[config.mk]
export PLATFORM = sky130hd
export DESIGN_NAME = tas_trigger_sequencer
export DESIGN_NICKNAME = d
export VERILOG_FILES = /design/src/hdl/tas_trigger_sequencer.v
export VERILOG_INCLUDE_DIRS = /design/src /design/src/hdl
export SDC_FILE = /design/constraint.sdc
export NUM_CORES = 1
export LEC_CHECK = 0
export BUFFER_PORTS_ARGS = -buffer_cell sky130_fd_sc_hd__buf_2
export CAP_MARGIN = 30
export CORE_UTILIZATION = 30
export CTS_CLUSTER_DIAMETER = 200
export CTS_CLUSTER_SIZE = 16
export DETAILED_ROUTE_END_ITERATION = 12
export PLACE_DENSITY = 0.61
export SLEW_MARGIN = 20
export SYNTH_ARGS = -nofsm -noshare
export SYNTH_HDL_FRONTEND = slang
export SYNTH_SLANG_ARGS = --single-unit
export TNS_END_PERCENT = 100
[constraint.sdc]
create_clock -name sys_clk -period 4.8 [get_ports sys_clk]
set_input_delay 0 -clock sys_clk [delete_from_list [all_inputs] [get_ports sys_clk]]
set_output_delay 0 -clock sys_clk [all_outputs]
set_load 0.01 [all_outputs]
[src/hdl/tas_consts.vh]
// constants for the trigger acquisition sequencer
`ifndef TAS_CONSTS_VH
`define TAS_CONSTS_VH
// register byte offsets
`define TAS_CTRL_OFF 8'h00
`define TAS_CMD_OFF 8'h04
`define TAS_STAT_OFF 8'h08
`define TAS_MAINLVL_OFF 8'h0C
`define TAS_DLYLVL_OFF 8'h10
`define TAS_PRECNT_OFF 8'h14
`define TAS_POSTCNT_OFF 8'h18
`define TAS_PEAK_OFF 8'h1C
// control field positions
`define TAS_CTRL_RUN 0
`define TAS_CTRL_SINGLE 1
`define TAS_CTRL_DELAY 2
`define TAS_CTRL_TYPE_LO 3
`define TAS_CTRL_TYPE_HI 4
`define TAS_CTRL_RUNT 5
`define TAS_CTRL_SRC_LO 6
`define TAS_CTRL_SRC_HI 7
// command bits (write one to act)
`define TAS_CMD_FORCE 0
`define TAS_CMD_MID 1
`define TAS_CMD_RUNSTOP 2
`define TAS_CMD_STOPRUNONLY 3
// trigger type codes
`define TAS_TYPE_EDGE 2'h0
`define TAS_TYPE_LOGIC 2'h1
`define TAS_TYPE_PULSE 2'h2
// reset values
`define TAS_CTRL_RST 8'h00
`define TAS_LVL_RST 16'h0000
`define TAS_PRE_RST 16'h0010
`define TAS_POST_RST 16'h0010
// bus answers
`define TAS_RESP_OKAY 2'h0
`define TAS_RESP_SLVERR 2'h2
`endif

[src/hdl/tas_trigger_sequencer.v]
// trigger acquisition sequencer with axi4-lite register slave
// How it works
// - armed light only while filling pretrigger
// - ready light only while awaiting trigger
// - triggered light while filling posttrigger
// - triggered plus ready while awaiting delayed trigger
// - delayed posttrigger fill starts on delayed trigger
// - force starts acquisition as if triggered
// - force during pretrigger latched, not dropped
// - force ignored while halted
// - single mode halts after one record
// - stop-on-run/halt-only setting clears single mode
// - midpoint request sets main level halfway
// - midpoint honoured for edge, pulse, not runt
// - main and delayed levels are separate
// - three trigger types: edge, logic, pulse
// - source unchanged when channel display off
//
// Our own choices: the AXI4-Lite slave port and the placing of the registers.
`include "tas_consts.vh"
module tas_trigger_sequencer (
  input wire sys_clk,
  input wire reset_n,
  input wire [31:0] s_axi_awaddr,
  input wire s_axi_awvalid,
  output wire s_axi_awready,
  input wire [31:0] s_axi_wdata,
  input wire [3:0] s_axi_wstrb,
  input wire s_axi_wvalid,
  output wire s_axi_wready,
  output wire [1:0] s_axi_bresp,
  output wire s_axi_bvalid,
  input wire s_axi_bready,
  input wire [31:0] s_axi_araddr,
  input wire s_axi_arvalid,
  output wire s_axi_arready,
  output wire [31:0] s_axi_rdata,
  output wire [1:0] s_axi_rresp,
  output wire s_axi_rvalid,
  input wire s_axi_rready,
  input wire mainTrigIn,
  input wire delayTrigIn,
  input wire forceButton,
  input wire midpoint_level_button,
  input wire runStopButton,
  input wire [15:0] peakPos,
  input wire [15:0] peakNeg,
  input wire sampleStrobe,
  output wire armedLight,
  output wire readyLight,
  output wire trigdLight,
  output wire acqRun,
  output wire [15:0] mainLevel,
  output wire [15:0] delayLevel,
  output wire [1:0] trigSource
);
  // one-hot sequencer states
  localparam [5:0] ST_HALT = 6'b000001;
  localparam [5:0] ST_PRE = 6'b000010;
  localparam [5:0] ST_WAIT = 6'b000100;
  localparam [5:0] ST_WAITDLY = 6'b001000;
  localparam [5:0] ST_POST = 6'b010000;
  localparam [5:0] ST_DONE = 6'b100000;

  reg [5:0] state_reg;
  reg [5:0] state_next;
  reg [15:0] cnt_reg;
  reg [15:0] cnt_next;
  reg forcePend_reg;
  reg [7:0] ctrl_reg;
  reg [15:0] mainLvl_reg;
  reg [15:0] dlyLvl_reg;
  reg [15:0] preCnt_reg;
  reg [15:0] postCnt_reg;
  reg armed_reg;
  reg ready_reg;
  reg trigd_reg;
  reg acq_reg;
  reg awready_reg;
  reg wready_reg;
  reg bvalid_reg;
  reg [1:0] bresp_reg;
  reg arready_reg;
  reg rvalid_reg;
  reg [1:0] rresp_reg;
  reg [31:0] rdata_reg;
  reg [7:0] awAddr_reg;
  reg awHave_reg;
  reg [31:0] wData_reg;
  reg [3:0] wStrb_reg;
  reg wHave_reg;
  reg cmdPulse_reg;
  reg [3:0] cmdBits_reg;

  // two-flop synchronisers for the pin inputs
  reg [4:0] pinMeta_reg;
  reg [4:0] pinSync_reg;
  reg [4:0] pinLast_reg;
  wire [4:0] pinRise;
  wire [4:0] pinRaw;
  assign pinRaw = {sampleStrobe, runStopButton, midpoint_level_button,
                   forceButton, mainTrigIn};
  genvar gi;
  generate
    for (gi = 0; gi < 5; gi = gi + 1)
    begin : g_sync
      always @(posedge sys_clk or negedge reset_n)
      begin
        if (!reset_n)
        begin
          pinMeta_reg[gi] <= 1'b0;
          pinSync_reg[gi] <= 1'b0;
          pinLast_reg[gi] <= 1'b0;
        end
        else
        begin
          pinMeta_reg[gi] <= pinRaw[gi];
          pinSync_reg[gi] <= pinMeta_reg[gi];
          pinLast_reg[gi] <= pinSync_reg[gi];
        end
      end
      assign pinRise[gi] = pinSync_reg[gi] & ~pinLast_reg[gi];
    end
  endgenerate

  // delayed trigger gets its own synchroniser
  reg dlyMeta_reg;
  reg dlySync_reg;
  reg dlyLast_reg;
  always @(posedge sys_clk or negedge reset_n)
  begin
    if (!reset_n)
    begin
      dlyMeta_reg <= 1'b0;
      dlySync_reg <= 1'b0;
      dlyLast_reg <= 1'b0;
    end
    else
    begin
      dlyMeta_reg <= delayTrigIn;
      dlySync_reg <= dlyMeta_reg;
      dlyLast_reg <= dlySync_reg;
    end
  end

  // merged events from pins and command register
  wire trigEv = pinRise[0];
  wire dlyEv = dlySync_reg & ~dlyLast_reg;
  wire sampEv = pinRise[4];
  wire forceEv = pinRise[1] | (cmdPulse_reg & cmdBits_reg[`TAS_CMD_FORCE]);
  wire midEv = pinRise[2] | (cmdPulse_reg & cmdBits_reg[`TAS_CMD_MID]);
  wire runStopEv = pinRise[3] |
                   (cmdPulse_reg & cmdBits_reg[`TAS_CMD_RUNSTOP]);
  wire stopRunOnly = cmdPulse_reg & cmdBits_reg[`TAS_CMD_STOPRUNONLY];
  wire halted = state_reg[0] | state_reg[5];
  wire [1:0] trigType = ctrl_reg[`TAS_CTRL_TYPE_HI:`TAS_CTRL_TYPE_LO];
  // midpoint allowed for edge, pulse unless runt
  wire midOk = (trigType == `TAS_TYPE_EDGE) |
               ((trigType == `TAS_TYPE_PULSE) & ~ctrl_reg[`TAS_CTRL_RUNT]);
  wire [16:0] peakSum = {peakPos[15], peakPos} + {peakNeg[15], peakNeg};

  // sequencer next state
  always @*
  begin
    state_next = state_reg;
    cnt_next = cnt_reg;
    case (state_reg)
      ST_HALT, ST_DONE:
      begin
        if (runStopEv)
        begin
          state_next = ST_PRE;
          cnt_next = 16'h0000;
        end
      end
      ST_PRE:
      begin
        if (forcePend_reg | forceEv)
        begin
          state_next = ST_POST;
          cnt_next = 16'h0000;
        end
        else if (sampEv)
        begin
          if (cnt_reg + 16'h0001 >= preCnt_reg)
          begin
            state_next = ST_WAIT;
            cnt_next = 16'h0000;
          end
          else
          begin
            cnt_next = cnt_reg + 16'h0001;
          end
        end
      end
      ST_WAIT:
      begin
        if (forceEv)
          state_next = ST_POST;
        else if (trigEv)
          state_next = ctrl_reg[`TAS_CTRL_DELAY] ? ST_WAITDLY : ST_POST;
        cnt_next = 16'h0000;
      end
      ST_WAITDLY:
      begin
        // posttrigger fill held until delayed event or force
        if (dlyEv | forceEv)
          state_next = ST_POST;
        cnt_next = 16'h0000;
      end
      ST_POST:
      begin
        if (sampEv)
        begin
          if (cnt_reg + 16'h0001 >= postCnt_reg)
          begin
            state_next = ctrl_reg[`TAS_CTRL_SINGLE] ? ST_DONE : ST_PRE;
            cnt_next = 16'h0000;
          end
          else
          begin
            cnt_next = cnt_reg + 16'h0001;
          end
        end
      end
      default:
      begin
        state_next = ST_HALT;
        cnt_next = 16'h0000;
      end
    endcase
    if (runStopEv & ~halted)
    begin
      state_next = ST_HALT;
      cnt_next = 16'h0000;
    end
  end

  // sequencer registers and indicator lights
  always @(posedge sys_clk or negedge reset_n)
  begin
    if (!reset_n)
    begin
      state_reg <= ST_HALT;
      cnt_reg <= 16'h0000;
      forcePend_reg <= 1'b0;
      armed_reg <= 1'b0;
      ready_reg <= 1'b0;
      trigd_reg <= 1'b0;
      acq_reg <= 1'b0;
    end
    else
    begin
      state_reg <= state_next;
      cnt_reg <= cnt_next;
      // force latched only while filling pretrigger, dropped when halted
      if (halted | state_next[0])
        forcePend_reg <= 1'b0;
      else if (forceEv & state_reg[1])
        forcePend_reg <= 1'b1;
      else if (state_next[4])
        forcePend_reg <= 1'b0;
      armed_reg <= state_next[1];
      ready_reg <= state_next[2] | state_next[3];
      trigd_reg <= state_next[4] | state_next[3];
      acq_reg <= ~(state_next[0] | state_next[5]);
    end
  end

  // settings: control, levels and counts
  wire wrFire = awHave_reg & wHave_reg & ~bvalid_reg;
  wire [31:0] wMask = {{8{wStrb_reg[3]}}, {8{wStrb_reg[2]}},
                       {8{wStrb_reg[1]}}, {8{wStrb_reg[0]}}};
  wire [31:0] wBits = wData_reg & wMask;
  always @(posedge sys_clk or negedge reset_n)
  begin
    if (!reset_n)
    begin
      ctrl_reg <= `TAS_CTRL_RST;
      mainLvl_reg <= `TAS_LVL_RST;
      dlyLvl_reg <= `TAS_LVL_RST;
      preCnt_reg <= `TAS_PRE_RST;
      postCnt_reg <= `TAS_POST_RST;
      cmdPulse_reg <= 1'b0;
      cmdBits_reg <= 4'h0;
    end
    else
    begin
      cmdPulse_reg <= 1'b0;
      if (wrFire)
      begin
        case (awAddr_reg)
          // source field kept apart from display state
          `TAS_CTRL_OFF: if (wStrb_reg[0]) ctrl_reg <= wData_reg[7:0];
          `TAS_CMD_OFF:
          begin
            cmdPulse_reg <= 1'b1;
            cmdBits_reg <= wBits[3:0];
          end
          `TAS_MAINLVL_OFF: mainLvl_reg <= wBits[15:0] |
                                           (mainLvl_reg & ~wMask[15:0]);
          `TAS_DLYLVL_OFF: dlyLvl_reg <= wBits[15:0] |
                                         (dlyLvl_reg & ~wMask[15:0]);
          `TAS_PRECNT_OFF: preCnt_reg <= wBits[15:0] |
                                         (preCnt_reg & ~wMask[15:0]);
          `TAS_POSTCNT_OFF: postCnt_reg <= wBits[15:0] |
                                           (postCnt_reg & ~wMask[15:0]);
          default: ;
        endcase
      end
      // midpoint updates the main level only
      if (midEv & midOk)
        mainLvl_reg <= peakSum[16:1];
      // type code 3 is not a valid type, fold to edge
      if (ctrl_reg[`TAS_CTRL_TYPE_HI:`TAS_CTRL_TYPE_LO] == 2'h3)
        ctrl_reg[`TAS_CTRL_TYPE_HI:`TAS_CTRL_TYPE_LO] <= `TAS_TYPE_EDGE;
      if (stopRunOnly)
        ctrl_reg[`TAS_CTRL_SINGLE] <= 1'b0;
    end
  end

  // axi write channel: address and data in either order
  always @(posedge sys_clk or negedge reset_n)
  begin
    if (!reset_n)
    begin
      awHave_reg <= 1'b0;
      wHave_reg <= 1'b0;
      awAddr_reg <= 8'h00;
      wData_reg <= 32'h0000_0000;
      wStrb_reg <= 4'h0;
      awready_reg <= 1'b1;
      wready_reg <= 1'b1;
      bvalid_reg <= 1'b0;
      bresp_reg <= `TAS_RESP_OKAY;
    end
    else
    begin
      if (s_axi_awvalid & awready_reg)
      begin
        awHave_reg <= 1'b1;
        awAddr_reg <= s_axi_awaddr[7:0];
        awready_reg <= 1'b0;
      end
      if (s_axi_wvalid & wready_reg)
      begin
        wHave_reg <= 1'b1;
        wData_reg <= s_axi_wdata;
        wStrb_reg <= s_axi_wstrb;
        wready_reg <= 1'b0;
      end
      if (wrFire)
      begin
        awHave_reg <= 1'b0;
        wHave_reg <= 1'b0;
        bvalid_reg <= 1'b1;
        bresp_reg <= (awAddr_reg > `TAS_PEAK_OFF || awAddr_reg[1:0] != 2'h0
                      || awAddr_reg == `TAS_STAT_OFF ||
                      awAddr_reg == `TAS_PEAK_OFF) ?
                     `TAS_RESP_SLVERR : `TAS_RESP_OKAY;
      end
      if (bvalid_reg & s_axi_bready)
      begin
        bvalid_reg <= 1'b0;
        awready_reg <= 1'b1;
        wready_reg <= 1'b1;
      end
    end
  end

  // axi read channel: one read at a time
  always @(posedge sys_clk or negedge reset_n)
  begin
    if (!reset_n)
    begin
      arready_reg <= 1'b1;
      rvalid_reg <= 1'b0;
      rresp_reg <= `TAS_RESP_OKAY;
      rdata_reg <= 32'h0000_0000;
    end
    else
    begin
      if (s_axi_arvalid & arready_reg)
      begin
        arready_reg <= 1'b0;
        rvalid_reg <= 1'b1;
        rresp_reg <= `TAS_RESP_OKAY;
        case (s_axi_araddr[7:0])
          `TAS_CTRL_OFF: rdata_reg <= {24'h00_0000, ctrl_reg};
          `TAS_CMD_OFF: rdata_reg <= 32'h0000_0000;
          `TAS_STAT_OFF: rdata_reg <= {21'h00_0000, forcePend_reg, acq_reg,
                                       state_reg, trigd_reg, ready_reg,
                                       armed_reg};
          `TAS_MAINLVL_OFF: rdata_reg <= {16'h0000, mainLvl_reg};
          `TAS_DLYLVL_OFF: rdata_reg <= {16'h0000, dlyLvl_reg};
          `TAS_PRECNT_OFF: rdata_reg <= {16'h0000, preCnt_reg};
          `TAS_POSTCNT_OFF: rdata_reg <= {16'h0000, postCnt_reg};
          `TAS_PEAK_OFF: rdata_reg <= {peakPos, peakNeg};
          default:
          begin
            rdata_reg <= 32'h0000_0000;
            rresp_reg <= `TAS_RESP_SLVERR;
          end
        endcase
      end
      if (rvalid_reg & s_axi_rready)
      begin
        rvalid_reg <= 1'b0;
        arready_reg <= 1'b1;
      end
    end
  end

  // outputs straight from flip-flops
  assign s_axi_awready = awready_reg;
  assign s_axi_wready = wready_reg;
  assign s_axi_bvalid = bvalid_reg;
  assign s_axi_bresp = bresp_reg;
  assign s_axi_arready = arready_reg;
  assign s_axi_rvalid = rvalid_reg;
  assign s_axi_rresp = rresp_reg;
  assign s_axi_rdata = rdata_reg;
  assign armedLight = armed_reg;
  assign readyLight = ready_reg;
  assign trigdLight = trigd_reg;
  assign acqRun = acq_reg;
  assign mainLevel = mainLvl_reg;
  assign delayLevel = dlyLvl_reg;
  assign trigSource = ctrl_reg[`TAS_CTRL_SRC_HI:`TAS_CTRL_SRC_LO];
endmodule // tas_trigger_sequencer

# Word level (Yosys, flattened, before mapping)
# Cells that the tools add are included.
# totals
elab_cells	213
out_inout_bits	79
regBits	191
# op_classes
n_addsub	2
reduce_logical	33
order_cmp	3
mux	51
bitwise_logic	52
n_eq_ne	25
# op_table
op	n
$pmux 32 s7	1
$mux 16	10
$and 16x16->16	5
$mux 6	11
$eq 8x5->1 const B	8
$or 16x16->16	4
$pmux 16 s3	1
$eq 8x4->1 const B	4
$ge 16x16->1	2
$pmux 6 s5	1
$reduce_bool 2->1	15
$and 1x1->1	21
$mux 1	20
$mux 5	4
$add 16x16->17	1
$add 16x1->16 const B	1
$eq 8x3->1 const B	2
$logic_not 8->1	2
$not 16->16	1
$reduce_and 3->1	4
$or 1x1->1	11
$not 1->1	10
$reduce_and 2->1	5
$gt 8x5->1 const B	1
15 further kinds	21

# Logic depth before layout (Yosys ltp)
# Gate-level depths: netlist of run 1.
# depth
depth_word	10
depth_mapped	17

# Least setup slack after synthesis of run 1
# OpenSTA, ideal clock, no wires.
# synth_path
path_kind	register to register
start	register cnt_reg[7]
end	register cnt_reg[8]
period_less_slack_ns	3.349
n_path_buf	3
required_ns	4.674
arrival_ns	3.223
stages_incl_launch_ff	18
setup_slack_ns	1.451
cell_sequence	dfrtp_1 -> clkbuf_1 -> nand2_1 -> nor3_1 -> nand2_1 -> nor2_1 -> nand3_1 -> xnor2_1 -> ha_1 -> and3_1 -> nand4_1 -> or4_1 -> nand3_1 -> o22a_1 -> buf_4 -> nor2_4 -> buf_6 -> a221o_1
# synth_via
elab_chain_cells	7
# synth_lines
item	line_no	rtl
start, declared	tas_trigger_sequencer.v:67	reg [15:0] cnt_reg;
start signal, assigned	tas_trigger_sequencer.v:255	cnt_reg <= cnt_next;
$add 16x1->16 *	-	
$ge 16x16->1	tas_trigger_sequencer.v:185	if (cnt_reg + 16'h0001 >= preCnt_reg)
$mux 16	tas_trigger_sequencer.v:185	
$mux 16	tas_trigger_sequencer.v:183	else if (sampEv)
$mux 16	tas_trigger_sequencer.v:178	if (forcePend_reg | forceEv)
$pmux 16 s3 *	tas_trigger_sequencer.v:167	case (state_reg)
$mux 16 *	tas_trigger_sequencer.v:232	if (runStopEv & ~halted)
# Every way passes the cells marked *; elsewhere a longest branch is shown, timed or not. The select of a mux whose other input is x is not followed.
# A chain may end at the register's enable or synchronous reset.

# Worst setup path after layout of run 1
# layout_path
start	register cnt_reg[0]
end	register cnt_reg[7]
# Same word-level chain as after synthesis.

==> results by group, run 1 <==
Run status
  • Status: completed

Yosys
  • Yosys top cell area share: 46.5%
  • Post-synth ARST share: 100%
  • Post-synth EDFFs: 0
  • Largest family of logic cells by synthesized area: compound AO/OA/AOI/OAI gates
  • Synth Warn #: 0
  • Register area share after synthesis: 48.1%
  • Multiplexer area fraction after synthesis: 10.8%
  • Top cells by area, synth: dfrtp_1 (46%), mux2_2 (7.4%), ha_1 (6.1%), nand2_1 (4.1%), mux2i_1 (3.1%)
  • Post-synthesis adder-cell area fraction: 6.33%
  • Syn Area/Cell: 10.5 um^2
  • Seq cells post-synth: 188
  • XOR/XNOR Fraction of Synth Area: 2.15%
  • Primary FF master, synth: dfrtp_1
  • Cell count after synthesis: roughly 930
  • Cell taking the most area after synthesis: dfrtp_1
  • Synth Area in Compound Gates: roughly 16%
  • Synthesized cell area: 0.00980 mm^2
  • Netlist cell types: 76
  • Simple-gate share of the synthesized area: about an eighth

Clock tree
  • CTS Root Cell: clkbuf_16
  • CTS clk-pin slew, worst paths: 70 ps
  • Post-cts sizing count: 0
  • CTS tree: yes
  • H-tree levels: 4
  • CTS Sinks: roughly 190
  • Clk Latency, worst-skew pair: around 450 ps
  • CTS Buf Count: 17
  • Maximum clock path buffer count: 2

Global routing
  • First-pass GRT wire length: 44500 um
  • Vias in the first global route: 7912
  • Initial antenna violation count: 0
  • Global route overflow: 0
  • Largest net degree at the start of global routing: 98
  • Tot GR Track Use: between 10% and 20%

Die
  • Die Wd: 183 um
  • Core area: approximately 0.032 mm^2
  • Die span in y: 183 um
  • Initial Util: 30.7%
  • # IOs: 224
  • Std-Cell Rows: 65
  • Die Area: 0.0334 mm^2

Setup path
  • WP data required: ~5000 ps
  • Worst r2r path cells: 12
  • Critical Path End Type: flip-flop
  • CP Data Arrival Time: 4400 ps
  • Top fanout value on the critical path: 14
  • RR Startpoint: cnt_reg[0]
  • Startpoint Class: flip-flop
  • Flop-to-flop setup slack: between 700 and 800 ps
  • Crit Path Class: reg -> reg
  • Reg2reg end: cnt_reg[7]

Layout
  • Nets: 1341
  • Syn-to-layout area delta: 25.5%
  • Layout cell share with drive strength beyond 1: 25.4%
  • FILL cells: 3178
  • N_diodes: 0
  • Final cell count without fillers: 1595
  • Most frequent cells in the layout: dfrtp_1 (182), buf_2 (154), nand2_1 (105)
  • Commonest non-fill, non-tap cell in the layout: dfrtp_1

Routing
  • Total number of vias: 8127
  • DRC: 0
  • DR iter-0 viols: 654
  • ANT nets after route: 0
  • Routed WL per cell: 17.8 um
  • Via density: 5.10
  • Routed WL: ~28000 um
  • First-pass iteration count of the detailed router: 9

Timing
  • Final TNS setup: 0 ps
  • Final Critical Period: slightly above 4000 ps
  • Final hold violation count: 0
  • Worst setup margin: about 730 ps
  • Worst Clk Skew: 16.0 ps
  • Hold Slack: 47.4 ps
  • Setup violators final: 0
  • RSZ-0062 raised after global routing: false
  • Worst slew pin tran: approximately 950 ps
  • Achievable Freq: 246 MHz
  • Final Max Slew Viols: 0
  • Final Cycle Share: 84.8%
  • Max-slew headroom: 36.0%

Place
  • Dpl ws: 798 ps
  • Final HPWL DP: 21100 um
  • Placer Congestion: 0.849
  • Number of port buffers: 155
  • Placed cell count: 1500

Job
  • Max-cap viol count: 0

Power
  • Pwr Density: between 300 and 400 mW/mm^2
  • Total power: roughly 4.4 mW
  • Maximum vdd ir drop: 0.000293 V
  • Leak pwr: 5.90 nW

Hold path
  • Hold depth: 4
  • Worst Hold Endpoint: s_axi_rdata[15]
  • HP Class: in -> reg
  • Hold Crit Start: peakNeg[15]
[report_power, final]
| part | internal [mW] | total [mW] | switching, mW |
|---|---|---|---|
| clock network | 0.785 | 1.46 | 0.677 |
| logic | 0.392 | 0.814 | 0.421 |
| registers | 1.80 | 2.12 | 0.322 |
| total | 2.98 | 4.40 | 1.42 |
[critical path: stages (launching register included)]
cell and delay, ps:
dfrtp_1 510, ha_1 350, nand2_1 190, nor2_1 250
nand3_1 130, xnor2_1 190, ha_1 340, nand4_1 160
a2111oi_2 460, a21boi_0 320, o22a_1 490, nor2_4 160
a221o_1 380
[how the worst max path moves through the flow]
stage                          start         end  slack [ps]  cells after the start
after floorplan           cnt_reg[7]  cnt_reg[8]        1450                     17
after global placement    cnt_reg[2]  cnt_reg[0]         900                     13
after detailed placement  cnt_reg[0]  cnt_reg[7]         800                     12
after CTS                 cnt_reg[0]  cnt_reg[7]         760                     12
after global routing      cnt_reg[2]  cnt_reg[7]         340                     13
final                     cnt_reg[0]  cnt_reg[7]         730                     12
[cells by family after synthesis]
family,count (synthesis)
and+or+nand+nor,258
adders and majority gates,49
xor gates and xnor gates,24
AOI/OAI and AO/OA,229
buffers and inverters,85
DFF,188
muxes,97
other,1
[timing repair]
item | CTS | global route
setup buffers | 0 | 0
hold buffers | 61 | 0
endpoints found under the hold margin | 146 | 0
[metal layers]
metal / GRT usage [%] / up-vias / wire length (um)
met5: 0 / - / 0
met4: 5.34 / 0 / 424
met3: 3.46 / 32 / 1580
met2: 27.9 / 259 / 13100
met1: 23.9 / 4009 / 13300
li1: - / 3827 / -
[Yosys cell counts, types with 6 or more instances]
library cell  count
nor3_1           12
dfrtp_1         182
nand4_1          10
a222oi_1         18
mux2i_1          30
a221o_1           8
a221oi_1         11
mux2_2           64
nor2b_1           9
a21oi_1          49
inv_1            50
ha_1             48
a21o_1           23
dfstp_2           6
o21ai_0          58
nand3_1          18
o21a_1            7
a31oi_1           8
nand2b_1          7
xor2_1            9
a22o_1            7
a22oi_1           6
clkbuf_1         22
nor2_1           51
nand2_1         106
xnor2_1          15
[stage by stage]
stage                     instance area [um^2]  utilization [%]
after floorplan                           9800                -
after global placement                   11100             34.7
after detailed placement                 11100             34.7
after CTS                                12300             38.5
after global routing                     12300             38.6
final                                    12300             38.6
[layout make-up]
cell class / count / area, um^2 / area share, %
Sequential cell: 188 / 4710 / 38.3
Inverter: 50 / 188 / 1.53
Clock buffer: 17 / 425 / 3.46
Timing Repair Buffer: 231 / 1510 / 12.3
Multi-Input combinational cell: 659 / 4740 / 38.6
Clock inverter: 15 / 181 / 1.47
Tap cell: 435 / 544 / 4.42
(Power assumes the default switching activity.)
==> run 2: changes to the inputs <==
- ABC_AREA: default -> 1
- clock period: 4.8 -> 3.9 ns (I/O delays scaled with it)
==> run 2 against run 1 <==
Sequential share of layout area decreased by 0.67 points. Synthesized cell count increased by 34%. Highest routed layer unchanged. Cell count increased by 20%. Non-clock buffer count decreased by 14. Largest cell class is now flip-flops and latches. Largest power group unchanged.
==> results by group, run 2 <==
Run status
  • Status: completed

Timing
  • Setup violators final: 0 (unchanged)
  • RSZ-0062 raised after global routing: false
  • Final hold violation count: 0 (unchanged)
  • Final Critical Period: 3250 ps (-823 ps)
  • Final Cycle Share: 83.2% (-1.5 points)
  • Achievable Freq: 308 MHz (+25%)
  • Final TNS setup: 0 ps (unchanged)
  • Worst Clk Skew: 12.2 ps (-3.77 ps)
  • Max-slew headroom: 41.3% (+5.2 points)
  • Final Max Slew Viols: 0 (unchanged)
  • Worst slew pin tran: 881 ps (-71.4 ps)

Global routing
  • First-pass GRT wire length: 51500 um (+16%)
  • Largest net degree at the start of global routing: 107 (+9.2%)
  • Tot GR Track Use: 20.2% (+2.7 points)
  • Vias in the first global route: 8725 (+10%)
  • Initial antenna violation count: 0 (unchanged)
  • Global route overflow: 0 (unchanged)

Yosys
  • Post-synth ARST share: 100% (unchanged)
  • Netlist cell types: 57 (-25%)
  • Most instantiated library cell after synthesis: nand2_1
  • Syn Area/Cell: 8.08 um^2 (-23%)
  • Post-synth EDFFs: 0 (unchanged)
  • Register area share after synthesis: 46.6% (-1.5 points)
  • Cell taking the most area after synthesis: dfrtp_1
  • Yosys top cell area share: 45.0% (-1.4 points)
  • Synthesized cell area: 0.0101 mm^2 (+3.2%)
  • Primary FF master, synth: dfrtp_1
  • Synth Warn #: 0 (unchanged)
  • Seq cells post-synth: 188 (unchanged)
  • Cell count after synthesis: 1252 (+34%)
  • Top cells by area, synth: dfrtp_1 (45%), nand2_1 (13%), o21ai_0 (7.8%), ha_1 (5.9%), inv_1 (5.7%)
  • Commonest cells in the netlist: nand2_1 (342), dfrtp_1 (182), o21ai_0 (158), inv_1 (153), nand3_1 (64)

Clock tree
  • CTS Buf Count: 17 (unchanged)
  • CTS tree: yes
  • CTS clk-pin slew, worst paths: 70 ps (about the same)
  • Post-CTS setup buffer count: 0 (unchanged)
  • Maximum clock path buffer count: 2 (unchanged)
  • H-tree levels: 4 (unchanged)
  • CTS Root Cell: clkbuf_16
  • CTS Sinks: 188 (unchanged)
  • Clk Latency, worst-skew pair: 450 ps (about the same)
  • Post-cts sizing count: 0 (unchanged)

Power
  • Pwr Density: 502 mW/mm^2 (+41%)
  • Maximum vdd ir drop: 0.000346 V (+18%)
  • Total power: 6.29 mW (+43%)
  • Leak pwr: 6.18 nW (+4.6%)

Routing
  • Via density: 4.90 (-3.8%)
  • Total number of vias: 9376 (+15%)
  • DR iter-0 viols: 791 (+21%)
  • ANT nets after route: 0 (unchanged)
  • DRC: 0 (unchanged)
  • Routed WL per cell: 17.5 um (-1.6%)
  • Routed WL: 33600 um (+18%)
  • First-pass iteration count of the detailed router: 5 (-4)

Die
  • Core area: 0.0329 mm^2 (+3.1%)
  • # IOs: 224 (unchanged)
  • Die Area: 0.0344 mm^2 (+3.1%)
  • Initial Util: 30.8% (about the same)
  • Die Wd: 186 um (+1.6%)
  • Die span in y: 186 um (+1.6%)
  • Std-Cell Rows: 66 (+1.5%)

Setup path
  • Top fanout value on the critical path: 16 (+2)
  • Top delay family on crit path: simple AND/OR/NAND/NOR gates
  • Crit path largest cell delay: 470 ps (-40 ps)
  • WP data required: 4280 ps (-850 ps)
  • Critical Path End Type: flip-flop
  • Worst path slowest cell: o22ai_4
  • Startpoint Class: flip-flop
  • CP Data Arrival Time: 3630 ps (-770 ps)
  • CP Cell Sequence: ha_1 > nand2_1 > nor2_2 > nand2_1 > nor2_1 > inv_1 > nor4_2 > xor2_1 > ha_1 > nand2_1 > o21ai_0 > a21oi_1 > nand3_1 > o22ai_4 > nand3_1 > nand2_1
  • Crit Path Class: reg -> reg
  • Worst path bufs/invs: 1 (+1)
  • Worst path most repeated cell: nand2_1

Layout
  • Nets: 1651 (+23%)
  • N_diodes: 0 (unchanged)
  • Final cell count without fillers: 1912 (+20%)
  • Layout cell share with drive strength beyond 1: 16.1% (-9.3 points)
  • Commonest non-fill, non-tap cell in the layout: nand2_1
  • Most frequent cells in the layout: nand2_1 (342), dfrtp_1 (182), o21ai_0 (158)
  • Fin area: 0.0125 mm^2 (+1.8%)
  • Syn-to-layout area delta: 23.8%

Hold path
  • HP Class: in -> reg

Place
  • Final HPWL DP: 25400 um (+20%)
  • Number of port buffers: 155 (unchanged)
  • Placed cell count: 1821 (+21%)
  • Cell Area, Placed: 0.0113 mm^2 (+2.0%)
  • Placer Congestion: 0.921 (+8.4%)

Job
  • Max-cap viol count: 0 (unchanged)
-- run 2: cell count changes after synthesis, sizes merged, moves of 9 or more --
cell | before | now
nand2 | 106 | 348
inv | 50 | 161
o21ai | 60 | 166
mux2 | 67 | 0
nand3 | 18 | 70
mux2i | 30 | 0
a21o | 23 | 5
a222oi | 18 | 0
nor2 | 53 | 66
xnor2 | 15 | 3
a21oi | 49 | 59
clkbuf | 23 | 13
nor2b | 9 | 0
-- run 2: layout make-up --
| class | instances | area [um^2] |
|---|---|---|
| fillers | 3447 | 20300 |
| clock inverters | 12 | 186 |
| inverters | 163 | 612 |
| multi-input cells | 870 | 4590 |
| flip-flops and latches | 188 | 4710 |
| clock buffers | 20 | 457 |
| repair buffers | 217 | 1410 |
| well taps | 442 | 553 |
-- run 2: worst reg2reg max path, delay by kind of cell, from the launching register on --
family	cells	cell delay (ps)
AND/OR/NAND/NOR	9	1170
AO/OA/AOI/OAI	3	740
adder cells (fa/ha/maj)	2	490
flip-flops	1	440
XOR/XNOR	1	280
buffers and inverters	1	60
-- run 2: worst paths after layout --
| kind | from | to | slack [ps] | cells after the start |
|---|---|---|---|---|
| worst max-delay path | cnt_reg[0] | cnt_reg[15] | 650 | 16 |
| worst min-delay path | peakNeg[15] | s_axi_rdata[15] | 30 | 5 |
| worst max register to register | cnt_reg[0] | cnt_reg[15] | 650 | 16 |
| worst min register to register | pinMeta_reg[2] | pinSync_reg[2] | 350 | 0 |
| max in group asynchronous | reset_n | s_axi_arready | 2650 | 3 |
| min in group asynchronous | reset_n | awHave_reg | 230 | 2 |
-- run 2: cells by family (layout without fill, tap and decap cells) --
family                   after synthesis  after routing  synth area share, %
AO/OA/AOI/OAI                        275            275                 15.2
XOR/XNOR                              15             15                 1.30
adder cells (fa/ha/maj)               49             49                 6.14
buffers and inverters                195            412                 8.04
flip-flops                           188            188                 46.6
other                                  1              2               0.0371
AND/OR/NAND/NOR                      529            529                 22.7
-- run 2: per-layer routing --
metal | wire, um | share of wire [%] | GRT usage, %
met1 | 16000 | 48 | 29.0
met3 | 2200 | 6.6 | 3.93
met2 | 14900 | 44 | 30.7
met5 | 0 | 0 | 0
met4 | 483 | 1.4 | 5.25
-- run 2: power by group --
| group | leakage [nW] | internal (mW) | total, mW | switching [mW] |
|---|---|---|---|---|
| registers | 2.46 | 2.30 | 2.61 | 0.307 |
| logic | 3.41 | 0.556 | 1.76 | 1.20 |
| clock network | 0.309 | 1.12 | 1.92 | 0.804 |
-- run 2: what timing repair did --
action | 4_1_cts | 5_1_grt
hold buffers | 59 | 0
setup endpoints to repair | 0 | 0
hold endpoints to repair | 156 | 0
-- run 2: metrics by stage --
step | util (%) | hold slack (ps) | setup slack (ps)
finish | 38.1 | 29.7 | 655
detailed placement | 34.3 | 109 | 716
global route | 38.1 | 41.8 | 180
CTS | 38.1 | 15.5 | 696
floorplan | - | -296 | 1240
global placement | 34.3 | 109 | 732
